File: config.mk
export PLATFORM = sky130hd
export DESIGN_NAME = gpio_wakeup_controller
export DESIGN_NICKNAME = d
export VERILOG_FILES = /design/src/hw/wake_pkg.sv /design/src/hw/gpio_wakeup_controller.sv
export SDC_FILE = /design/constraint.sdc
export NUM_CORES = 1
export LEC_CHECK = 0
export BUFFER_PORTS_ARGS = -buffer_cell sky130_fd_sc_hd__buf_2
export CORE_ASPECT_RATIO = 1.4
export CORE_MARGIN = 3
export CORE_UTILIZATION = 45
export DETAILED_ROUTE_END_ITERATION = 6
export GPL_TIMING_DRIVEN = 0
export PLACE_DENSITY = 0.67
export SYNTH_ARGS = -nofsm -noshare
export SYNTH_HDL_FRONTEND = slang
export SYNTH_SLANG_ARGS = --single-unit
File: constraint.sdc
create_clock -name clk_i -period 4.8 [get_ports clk_i]
set_input_delay 0.24 -clock clk_i [delete_from_list [all_inputs] [get_ports clk_i]]
set_output_delay 0.24 -clock clk_i [all_outputs]
set_load 0.01 [all_outputs]
File: src/hw/wake_pkg.sv
/*
  Shared constants and types for the GPIO wake-up controller.
  Assumes a single 125 MHz clock and a 32-bit classic Wishbone master.
*/
package wake_pkg;

  // ----------------------------------------------------------------
  // Geometry and timing
  // ----------------------------------------------------------------
  localparam int          NUM_LINES     = 37;
  localparam int          HI_LINES      = NUM_LINES - 32;
  localparam int          DEB_W         = 6;
  localparam int          STABLE_PULSES = 3;
  localparam int          CLK_PERIOD_NS = 8;
  localparam int          DEB_TICK_NS   = 1000000;
  localparam int          DEB_TICK_CYC  = DEB_TICK_NS / CLK_PERIOD_NS;
  localparam int          TICK_W        = 20;

  // ----------------------------------------------------------------
  // Register word offsets (byte addresses)
  // ----------------------------------------------------------------
  localparam logic [7:0]  OFS_CTRL      = 8'h00;
  localparam logic [7:0]  OFS_POL_LO    = 8'h04;
  localparam logic [7:0]  OFS_POL_HI    = 8'h08;
  localparam logic [7:0]  OFS_DSEL_LO   = 8'h0c;
  localparam logic [7:0]  OFS_DSEL_HI   = 8'h10;
  localparam logic [7:0]  OFS_ESEL_LO   = 8'h14;
  localparam logic [7:0]  OFS_ESEL_HI   = 8'h18;
  localparam logic [7:0]  OFS_STAT_LO   = 8'h1c;
  localparam logic [7:0]  OFS_STAT_HI   = 8'h20;
  localparam logic [7:0]  OFS_CLR_LO    = 8'h24;
  localparam logic [7:0]  OFS_CLR_HI    = 8'h28;
  localparam logic [7:0]  OFS_IRQ_CLR   = 8'h2c;
  localparam logic [7:0]  OFS_INT_STAT  = 8'h30;
  localparam logic [7:0]  OFS_INT_MASK  = 8'h34;

  // Control word field positions
  localparam int          CTRL_DEB_LSB  = 0;
  localparam int          CTRL_IRQ_EN   = 6;
  localparam int          CTRL_CLKLESS  = 7;

  // Event status bits
  localparam int          EV_DEB        = 0;
  localparam int          EV_EDGE       = 1;

  // Reset values
  localparam logic [NUM_LINES-1:0] LINES_RST = 37'h0;
  localparam logic [DEB_W-1:0]     DEB_RST   = 6'h00;

  // Debounce sequencer, Gray coded along idle -> count -> hold
  typedef enum logic [1:0] {
    DEB_IDLE  = 2'b00,
    DEB_COUNT = 2'b01,
    DEB_HOLD  = 2'b11
  } deb_state_t;

  typedef struct packed {
    logic [NUM_LINES-1:0] sync1;
    logic [NUM_LINES-1:0] sync2;
    logic [NUM_LINES-1:0] hist1;
    logic [NUM_LINES-1:0] hist2;
    logic [NUM_LINES-1:0] stable;
    logic [NUM_LINES-1:0] act_prev;
    logic [NUM_LINES-1:0] pol;
    logic [NUM_LINES-1:0] deb_sel;
    logic [NUM_LINES-1:0] edge_sel;
    logic [NUM_LINES-1:0] status;
    logic [DEB_W-1:0]     deb_value;
    logic                 irq_en;
    logic                 clockless;
    deb_state_t           dstate;
    logic [DEB_W-1:0]     deb_cnt;
    logic [TICK_W-1:0]    tick_cnt;
    logic                 tick;
    logic                 deb_pend;
    logic [1:0]           ist;
    logic [1:0]           imask;
    logic                 ack;
    logic [31:0]          rdata;
    logic                 wake_irq;
    logic                 int_irq;
    logic                 clk_start;
  } state_t;

endpackage

File: src/hw/gpio_wakeup_controller.sv
/*
  GPIO wake-up controller: per-line polarity, a debounced button path
  and a latched edge path, with a classic Wishbone register slave.
  Assumes gpio_i is asynchronous to clk_i, which stands for the sleep
  clock; the bus master follows classic single cycles.
*/
// The Wishbone register port and the register offsets were chosen for this implementation.
// What this block does
// - Wakes from clocked sleep, and requests the clock in clockless mode.
// - Synchronises lines; a level counts after three equal clock samples.
// - Watches all 37 lines, each through a polarity XOR.
// - Per-line polarity comes from software-written polarity registers.
// - Debounced button path, lines chosen by debounce select registers.
// - Debounce time programmable from 0 to 63 milliseconds.
// - Counter loads, counts down per ms; fires if lines still active.
// - Edge-selected lines latch active edges as pending status bits.
// - Wake interrupt includes the OR of all pending edge status bits.
// - Enable bit masks the wake interrupt; cleared edge select excludes.
// - Any write to the interrupt clear register clears the pending debounce wake.
// - Writing edge status clear registers clears the selected bits.
// - Edge latching is disabled while in clockless sleep mode.
// - Wake interrupt goes out to the wake interrupt controller.
module gpio_wakeup_controller #(
  parameter int DEB_TICK_CYC = wake_pkg::DEB_TICK_CYC
) (
  input  wire logic        clk_i,      // Sleep clock, 125 MHz
  input  wire logic        rst_i,      // Synchronous reset, high
  input  wire logic [36:0] gpio_i,     // Monitored GPIO levels
  input  wire logic        wb_cyc_i,   // Wishbone cycle
  input  wire logic        wb_stb_i,   // Wishbone strobe
  input  wire logic        wb_we_i,    // Wishbone write enable
  input  wire logic [7:0]  wb_adr_i,   // Wishbone byte address
  input  wire logic [3:0]  wb_sel_i,   // Wishbone byte selects
  input  wire logic [31:0] wb_dat_i,   // Wishbone write data
  output logic      [31:0] wb_dat_o,   // Wishbone read data
  output logic             wb_ack_o,   // Wishbone acknowledge
  output logic             wake_irq_o, // To wake interrupt controller
  output logic             int_o,      // Masked event interrupt
  output logic             clk_req_o   // Clock start request
);

  localparam logic [wake_pkg::TICK_W-1:0] TICK_LAST =
    wake_pkg::TICK_W'(DEB_TICK_CYC - 1);

  wake_pkg::state_t s;
  wake_pkg::state_t n;

  logic [36:0] stable_nxt;
  logic [36:0] active;
  logic [36:0] edge_hit;
  logic [36:0] clr_mask;
  logic [31:0] bmask;
  logic        req;
  logic        wr;
  logic        deb_or;
  logic        deb_fire;
  logic        irq_clr;
  logic        ist_rd;

  // ----------------------------------------------------------------
  // Per-line stability filter
  // ----------------------------------------------------------------
  // A bit moves only after three equal post-synchroniser samples,
  // which rejects glitches shorter than three clock pulses.
  for (genvar i = 0; i < wake_pkg::NUM_LINES; i++)
  begin : g_line
    assign stable_nxt[i] =
      ((s.sync2[i] == s.hist1[i]) && (s.hist1[i] == s.hist2[i]))
      ? s.sync2[i]
      : s.stable[i];
  end

  assign active   = s.stable ^ s.pol;
  assign deb_or   = |(active & s.deb_sel);
  assign edge_hit = active & ~s.act_prev & s.edge_sel
                  & {wake_pkg::NUM_LINES{~s.clockless}};

  // ----------------------------------------------------------------
  // Bus decode
  // ----------------------------------------------------------------
  assign req   = wb_cyc_i & wb_stb_i & ~s.ack;
  assign wr    = req & wb_we_i;
  assign bmask = {{8{wb_sel_i[3]}}, {8{wb_sel_i[2]}},
                  {8{wb_sel_i[1]}}, {8{wb_sel_i[0]}}};
  assign irq_clr = wr && (wb_adr_i == wake_pkg::OFS_IRQ_CLR);
  assign ist_rd  = req && !wb_we_i && (wb_adr_i == wake_pkg::OFS_INT_STAT);

  always_comb
  begin
    clr_mask = '0;
    if (wr && (wb_adr_i == wake_pkg::OFS_CLR_LO))
      clr_mask[31:0] = wb_dat_i & bmask;
    if (wr && (wb_adr_i == wake_pkg::OFS_CLR_HI))
      clr_mask[36:32] = wb_dat_i[4:0] & bmask[4:0];
  end

  // ----------------------------------------------------------------
  // Next state
  // ----------------------------------------------------------------
  always_comb
  begin
    n          = s;
    deb_fire   = 1'b0;
    n.sync1    = gpio_i;
    n.sync2    = s.sync1;
    n.hist1    = s.sync2;
    n.hist2    = s.hist1;
    n.stable   = stable_nxt;
    n.act_prev = active;

    // Millisecond tick
    n.tick = 1'b0;
    if (s.tick_cnt == TICK_LAST)
    begin
      n.tick_cnt = '0;
      n.tick     = 1'b1;
    end
    else
      n.tick_cnt = s.tick_cnt + 1'b1;

    // Debounce sequencer
    unique case (s.dstate)
      wake_pkg::DEB_IDLE:
      begin
        if (deb_or)
        begin
          n.deb_cnt = s.deb_value;
          n.dstate  = wake_pkg::DEB_COUNT;
        end
      end
      wake_pkg::DEB_COUNT:
      begin
        if (s.tick)
        begin
          if (s.deb_cnt == '0)
          begin
            deb_fire = deb_or;
            n.dstate = deb_or ? wake_pkg::DEB_HOLD : wake_pkg::DEB_IDLE;
          end
          else
            n.deb_cnt = s.deb_cnt - 1'b1;
        end
      end
      wake_pkg::DEB_HOLD:
      begin
        // One interrupt per press; wait for release before rearming
        if (!deb_or)
          n.dstate = wake_pkg::DEB_IDLE;
      end
      default:
        n.dstate = wake_pkg::DEB_IDLE;
    endcase

    // Pending flags: a new event wins over a clear in the same cycle
    n.deb_pend = deb_fire | (s.deb_pend & ~irq_clr);
    n.status   = edge_hit | (s.status & ~clr_mask);
    n.ist      = {|edge_hit, deb_fire} | (ist_rd ? 2'b00 : s.ist);

    // Register writes
    if (wr)
    begin
      unique case (wb_adr_i)
        wake_pkg::OFS_CTRL:
        begin
          if (wb_sel_i[0])
          begin
            n.deb_value = wb_dat_i[wake_pkg::CTRL_DEB_LSB +: 6];
            n.irq_en    = wb_dat_i[wake_pkg::CTRL_IRQ_EN];
            n.clockless = wb_dat_i[wake_pkg::CTRL_CLKLESS];
          end
        end
        wake_pkg::OFS_POL_LO:
          n.pol[31:0] = (s.pol[31:0] & ~bmask) | (wb_dat_i & bmask);
        wake_pkg::OFS_POL_HI:
          if (wb_sel_i[0])
            n.pol[36:32] = wb_dat_i[4:0];
        wake_pkg::OFS_DSEL_LO:
          n.deb_sel[31:0] = (s.deb_sel[31:0] & ~bmask) | (wb_dat_i & bmask);
        wake_pkg::OFS_DSEL_HI:
          if (wb_sel_i[0])
            n.deb_sel[36:32] = wb_dat_i[4:0];
        wake_pkg::OFS_ESEL_LO:
          n.edge_sel[31:0] = (s.edge_sel[31:0] & ~bmask)
                           | (wb_dat_i & bmask);
        wake_pkg::OFS_ESEL_HI:
          if (wb_sel_i[0])
            n.edge_sel[36:32] = wb_dat_i[4:0];
        wake_pkg::OFS_INT_MASK:
          if (wb_sel_i[0])
            n.imask = wb_dat_i[1:0];
        default:
          n.imask = s.imask;
      endcase
    end

    // Read data and acknowledge; unmapped reads answer zero
    n.ack   = req;
    n.rdata = '0;
    if (req && !wb_we_i)
    begin
      unique case (wb_adr_i)
        wake_pkg::OFS_CTRL:
          n.rdata = {24'h0, s.clockless, s.irq_en, s.deb_value};
        wake_pkg::OFS_POL_LO:   n.rdata = s.pol[31:0];
        wake_pkg::OFS_POL_HI:   n.rdata = {27'h0, s.pol[36:32]};
        wake_pkg::OFS_DSEL_LO:  n.rdata = s.deb_sel[31:0];
        wake_pkg::OFS_DSEL_HI:  n.rdata = {27'h0, s.deb_sel[36:32]};
        wake_pkg::OFS_ESEL_LO:  n.rdata = s.edge_sel[31:0];
        wake_pkg::OFS_ESEL_HI:  n.rdata = {27'h0, s.edge_sel[36:32]};
        wake_pkg::OFS_STAT_LO:  n.rdata = s.status[31:0];
        wake_pkg::OFS_STAT_HI:  n.rdata = {27'h0, s.status[36:32]};
        wake_pkg::OFS_INT_STAT: n.rdata = {30'h0, s.ist};
        wake_pkg::OFS_INT_MASK: n.rdata = {30'h0, s.imask};
        default:                n.rdata = 32'h0;
      endcase
    end

    // Outputs
    n.wake_irq  = s.irq_en & (s.deb_pend | (|s.status));
    n.int_irq   = |(s.ist & s.imask);
    // In clockless mode a raw active line selected for debounce or edge asks the power logic for a clock
    n.clk_start = s.clockless & (|((s.sync2 ^ s.pol)
                                  & (s.deb_sel | s.edge_sel)));
  end

  // ----------------------------------------------------------------
  // State register
  // ----------------------------------------------------------------
  always_ff @(posedge clk_i)
  begin
    if (rst_i)
      s <= '0;
    else
      s <= n;
  end

  assign wb_dat_o   = s.rdata;
  assign wb_ack_o   = s.ack;
  assign wake_irq_o = s.wake_irq;
  assign int_o      = s.int_irq;
  assign clk_req_o  = s.clk_start;
endmodule

Word level (Yosys, flattened, before mapping)

Cells that the tools add are included.

Bits in read-only memories: 0
Logic and storage cells: 276
Bits of input ports: 86
Output and inout bits: 36
Flip-flop bits (word level): 448
Memories: 0
Memory bits (writable): 0
Latch bits: 0

Div/mod/pow operators: 0
$lt $le $gt $ge: 0
Shift-type cells: 0
$add $sub $neg: 2
Multiplexer cells: 16
Reductions and logical operators: 64
Bitwise logic cells: 35
Equal/unequal tests: 95
$mul: 0

Operator list:

| cell                    | count |
|---|---|
| $pmux W32 S11           | 1 |
| $and A37 B37 Y37        | 6 |
| $reduce_or A37 Y1       | 4 |
| $and A32 B32 Y32        | 4 |
| $or A32 B32 Y32         | 3 |
| $eq A1 B1 Y1            | 74 |
| $not A37 Y37            | 2 |
| $or A37 B37 Y37         | 2 |
| $xor A37 B37 Y37        | 2 |
| $eq A8 B6 Y1 const B    | 6 |
| $logic_and A1 B1 Y1     | 42 |
| $eq A8 B5 Y1 const B    | 4 |
| $mux W32                | 1 |
| $not A32 Y32            | 1 |
| $add A20 B1 Y20 const B | 1 |
| $eq A20 B17 Y1 const B  | 1 |
| $eq A8 B4 Y1 const B    | 2 |
| $mux W8                 | 2 |
| $reduce_and A3 Y1       | 5 |
| $pmux W6 S2             | 1 |
| $ne A2 B2 Y1 const B    | 5 |
| $eq A8 B3 Y1 const B    | 1 |
| $logic_not A8 Y1        | 1 |
| $mux W2                 | 4 |
| 20 further kinds        | 37 |

Logic depth before layout (Yosys ltp)

Depth after elaboration: 8
Mapped depth: 8
Depth with buffers taken out: 8

Worst setup path before layout

OpenSTA, ideal clock, no wires.

Kind: register -> register
Start: register s[64] (netlist name)
End: register s[63] (netlist name)
Data required time: 4.727 ns
Path buffers: 0
Clock period less this slack: 2.127 ns
Stages on the path, launching flop included: 7
Setup time: 0.073 ns
Slack: 2.673 ns
Arrival: 2.054 ns
Cells stage by stage: dfxtp_1 or3_4 or3_4 and2_4 mux2_4 or4_4 o211ai_2

Longest elaborated chain between the ends: 3

RTL lines:

| element                     | RTL line                      | source |
|---|---|---|
| from (decl)                 | gpio_wakeup_controller.sv:45  | `wake_pkg::state_t s;` |
| from (signal assigned)      | gpio_wakeup_controller.sv:234 | `s <= n;` |
| $logic_not A6 Y1            | gpio_wakeup_controller.sv:135 | `if (s.deb_cnt == '0)` |
| $ne A2 B2 Y1 (no line)      | --                            |  |
| $reduce_and A4 Y1 (no line) | --                            |  |

No other way between the ends.
A chain may end at the register's enable or synchronous reset.

==> impl_metrics.py <==
metrics = {
    "critical_path": {
        "path_max_fanout": 6,
        "arrival_ns": 3.45,
        "worst_path_max_delay_cell": "nor4_1",
        "critPathMaxStageDelay_ns": 1.07,
        "required_ns": 5.27,
        "crit_path_start_kind": "register",
        "crit_type": "register to register",
        "cp.buffers_inverters": 0,
        "crit_chain": "xor2_1 > a22oi_1 > nand4_1 > nor4_1 > a211oi_1 > a311oi_1",
        "crit_family": "simple AND/OR/NAND/NOR gates",
        "endpoint_kind": "register",
    },
    "die": {
        "io_pins": 122,
        "start_util_pct": 46.0,
        "core_area_um2": 37900,
        "die_h_um": 239,
        "placementRows": 84,
        "die_w_um": 173,
        "dieArea_um2": 41200,
    },
    "logic_synthesis": {
        "synth_most_common_cell": "dfxtp_1",
        "synthArstFlopShare_pct": 0,
        "synthCells": 2016,
        "syn_nets": 2105,
        "synth_edf_count": 0,
        "synth_cell_types": 56,
        "yosys.area.top_type": "dfxtp_1",
        "synth_top_area_share_pct": 51.4,
        "yosysSeqAreaShare_pct": 51.4,
        "ys_seq_elements": 448,
        "synthTopCellsByArea": "dfxtp_1 51%, a21oi_1 7.2%, nor2b_1 6.7%, nand2_1 6.2%, nand3_1 5.2%",
        "synth_flop_cell": "dfxtp_1",
        "synth_area_per_cell_um2": 8.66,
        "syn_area_um2": 17500,
        "yosys_warnings": 0,
        "synth_commonest_cells": "448 x dfxtp_1, 290 x nand2_1, 252 x a21oi_1, 186 x nor2b_1, 182 x nand3_1",
    },
    "status": {
        "violations": "design-rule violations",
        "status": "finished, violations left",
    },
    "timing": {
        "skew_ns": 0.0252,
        "worst_pin_slew_ns": 1.28,
        "finalCriticalPeriod_ns": 2.98,
        "finalSetupViolCount": 0,
        "final.period_utilization_pct": 62.1,
        "hold_violations": 0,
        "slew_viol_final": 0,
        "maxSlewHeadroom_pct": 14.1,
        "fin_setup_tns_ns": 0,
        "grt_setup_unrepaired": "false",
        "fmax_ghz": 0.336,
    },
    "grt": {
        "antenna_found_initial": 1,
        "gr-usage-all-layers_pct": 30.0,
        "grt_pass1_wl_um": 94900,
        "grt_pass1_vias": 15700,
        "grt_max_degree": 15,
        "overflow": 0,
    },
    "final_layout": {
        "num-fill-cells": 3601,
        "drive_above_1_share_pct": 10.4,
        "final_nets": 2328,
        "fin_area_um2": 20700,
        "diodes": 0,
        "syn_to_final_growth_pct": 18.5,
    },
    "clock_network": {
        "cts.repair_timing.setup_buffer_count": 0,
        "path_clk_slew_ns": 0.07,
        "htreeDepth": 2,
        "cts_made_buffers": 43,
        "cts.sinks": 448,
        "insertion_delay_ns": 0.56,
        "cts_tree": "built",
        "cts-root-buf": "clkbuf_16",
        "clock_path_buffers": 3,
    },
    "route": {
        "ant_nets": 0,
        "drc": 1,
        "vias": 16200,
        "via_per_inst": 5.82,
        "wl_per_cell_um": 22.9,
        "wl_um": 63700,
        "first_pass_iters": 7,
        "drtIter0Drc": 1565,
    },
    "flow_run": {
        "maxCapViolCount": 0,
    },
    "power": {
        "p_leak_nw": 7.91,
        "power_density_nw_per_um2": 357,
        "ir_worst_vdd_mv": 0.256,
    },
    "place": {
        "routabilityCongestion": 1.02,
        "postPlaceCellArea_um2": 18700,
        "dp_hpwl_um": 47400,
        "place.port_buffers": 114,
    },
    "hold_path": {
        "hold_class": "input port to register",
    },
}
through the flow:
| step | util (%) | setup WS [ns] | total power [W] | hold WS, ns | cells |
|---|---|---|---|---|---|
| after floorplan | - | 2.67 | 0.00397 | 0.324 | 2016 |
| after global placement | 49.2 | 1.82 | 0.00411 | 0.417 | 2646 |
| after detailed placement | 49.2 | 1.82 | 0.00412 | 0.424 | 2646 |
| after CTS | 54.5 | 1.95 | 0.00743 | 0.00947 | 2785 |
| after global routing | 54.5 | 1.80 | 0.00760 | 0.0216 | 2785 |
| final | 54.5 | 1.82 | 0.00739 | 0.0294 | 2785 |
what timing repair did:
action                     in CTS  in global routing
hold buffers                   64                  0
gates resized for setup         0                  0
setup endpoints to repair       0                  0
hold endpoints to repair      107                  0
power breakdown:
part | internal [W] | leakage (nW) | total [W] | switching [W]
Combinational | 0.000102 | 3.60 | 0.000284 | 0.000182
Clock | 0.00188 | 0.687 | 0.00331 | 0.00143
Sequential | 0.00376 | 3.63 | 0.00379 | 0.0000304
Total | 0.00575 | 7.91 | 0.00739 | 0.00164
cell usage in the layout, fill, tap and decap left out, drive strengths merged, types with 3 or more instances in the layout:
cell type / instances
dfxtp: 448
nand2: 290
a21oi: 252
nor2b: 186
nand3: 182
clkbuf: 161
buf: 160
nor2: 85
a22oi: 73
dlygate4sd3: 64
xor2: 54
o21ai: 51
a21o: 39
o22ai: 36
nor4: 28
nand4: 25
nor3: 15
mux2i: 12
clkinv: 10
and3: 9
nor3b: 8
a211oi: 8
a31oi: 8
inv: 8
a222oi: 7
xnor2: 6
and2: 5
or3: 5
ha: 3
or4: 3
tightest hold or removal path, stage by stage:
cell,delay [ns]
buf_2,0.16
nand3_1,0.08
a21oi_1,0.06
cell families after synthesis:
| family | after synthesis | share of synthesized area [%] |
|---|---|---|
| fa+ha+maj | 3 | 0.215 |
| mux | 14 | 0.838 |
| compound gates | 488 | 16.6 |
| xor+xnor | 60 | 3.01 |
| flops | 448 | 51.4 |
| simple gates | 853 | 24.1 |
| buf+inv | 150 | 3.96 |
layout make-up:
| class | count | area [um^2] | share of cell area [%] |
|---|---|---|---|
| Buffer | 143 | 666 | 3.22 |
| Clock buffer | 64 | 1310 | 6.32 |
| Clock inverter | 11 | 66.3 | 0.320 |
| Inverter | 7 | 26.3 | 0.127 |
| Multi-Input combinational cell | 1418 | 7800 | 37.7 |
| Sequential cell | 448 | 8970 | 43.3 |
| Tap cell | 516 | 646 | 3.12 |
| Timing Repair Buffer | 178 | 1210 | 5.85 |
layer usage:
layer	part of all wire, %	wire, um	GRT usage, %
met1	37	23300	34.7
met3	9.1	5810	6.50
met2	47	29900	50.9
met5	0.020	13	0
met4	7.3	4670	18.8
path summary, 6_finish.rpt:
path	to	slack (ns)	depth (start not counted)	start
min	register	0.03	3	wb_dat_i[7]
max reg2reg	s[67]$_SDFFE_PP0P_	1.82	6	register
min reg2reg	n[368]$_SDFF_PP0_	0.43	1	n[405]$_SDFF_PP0_
max	s[67]$_SDFFE_PP0P_	1.82	6	register
Note: power is estimated with default switching activity, not from simulation.
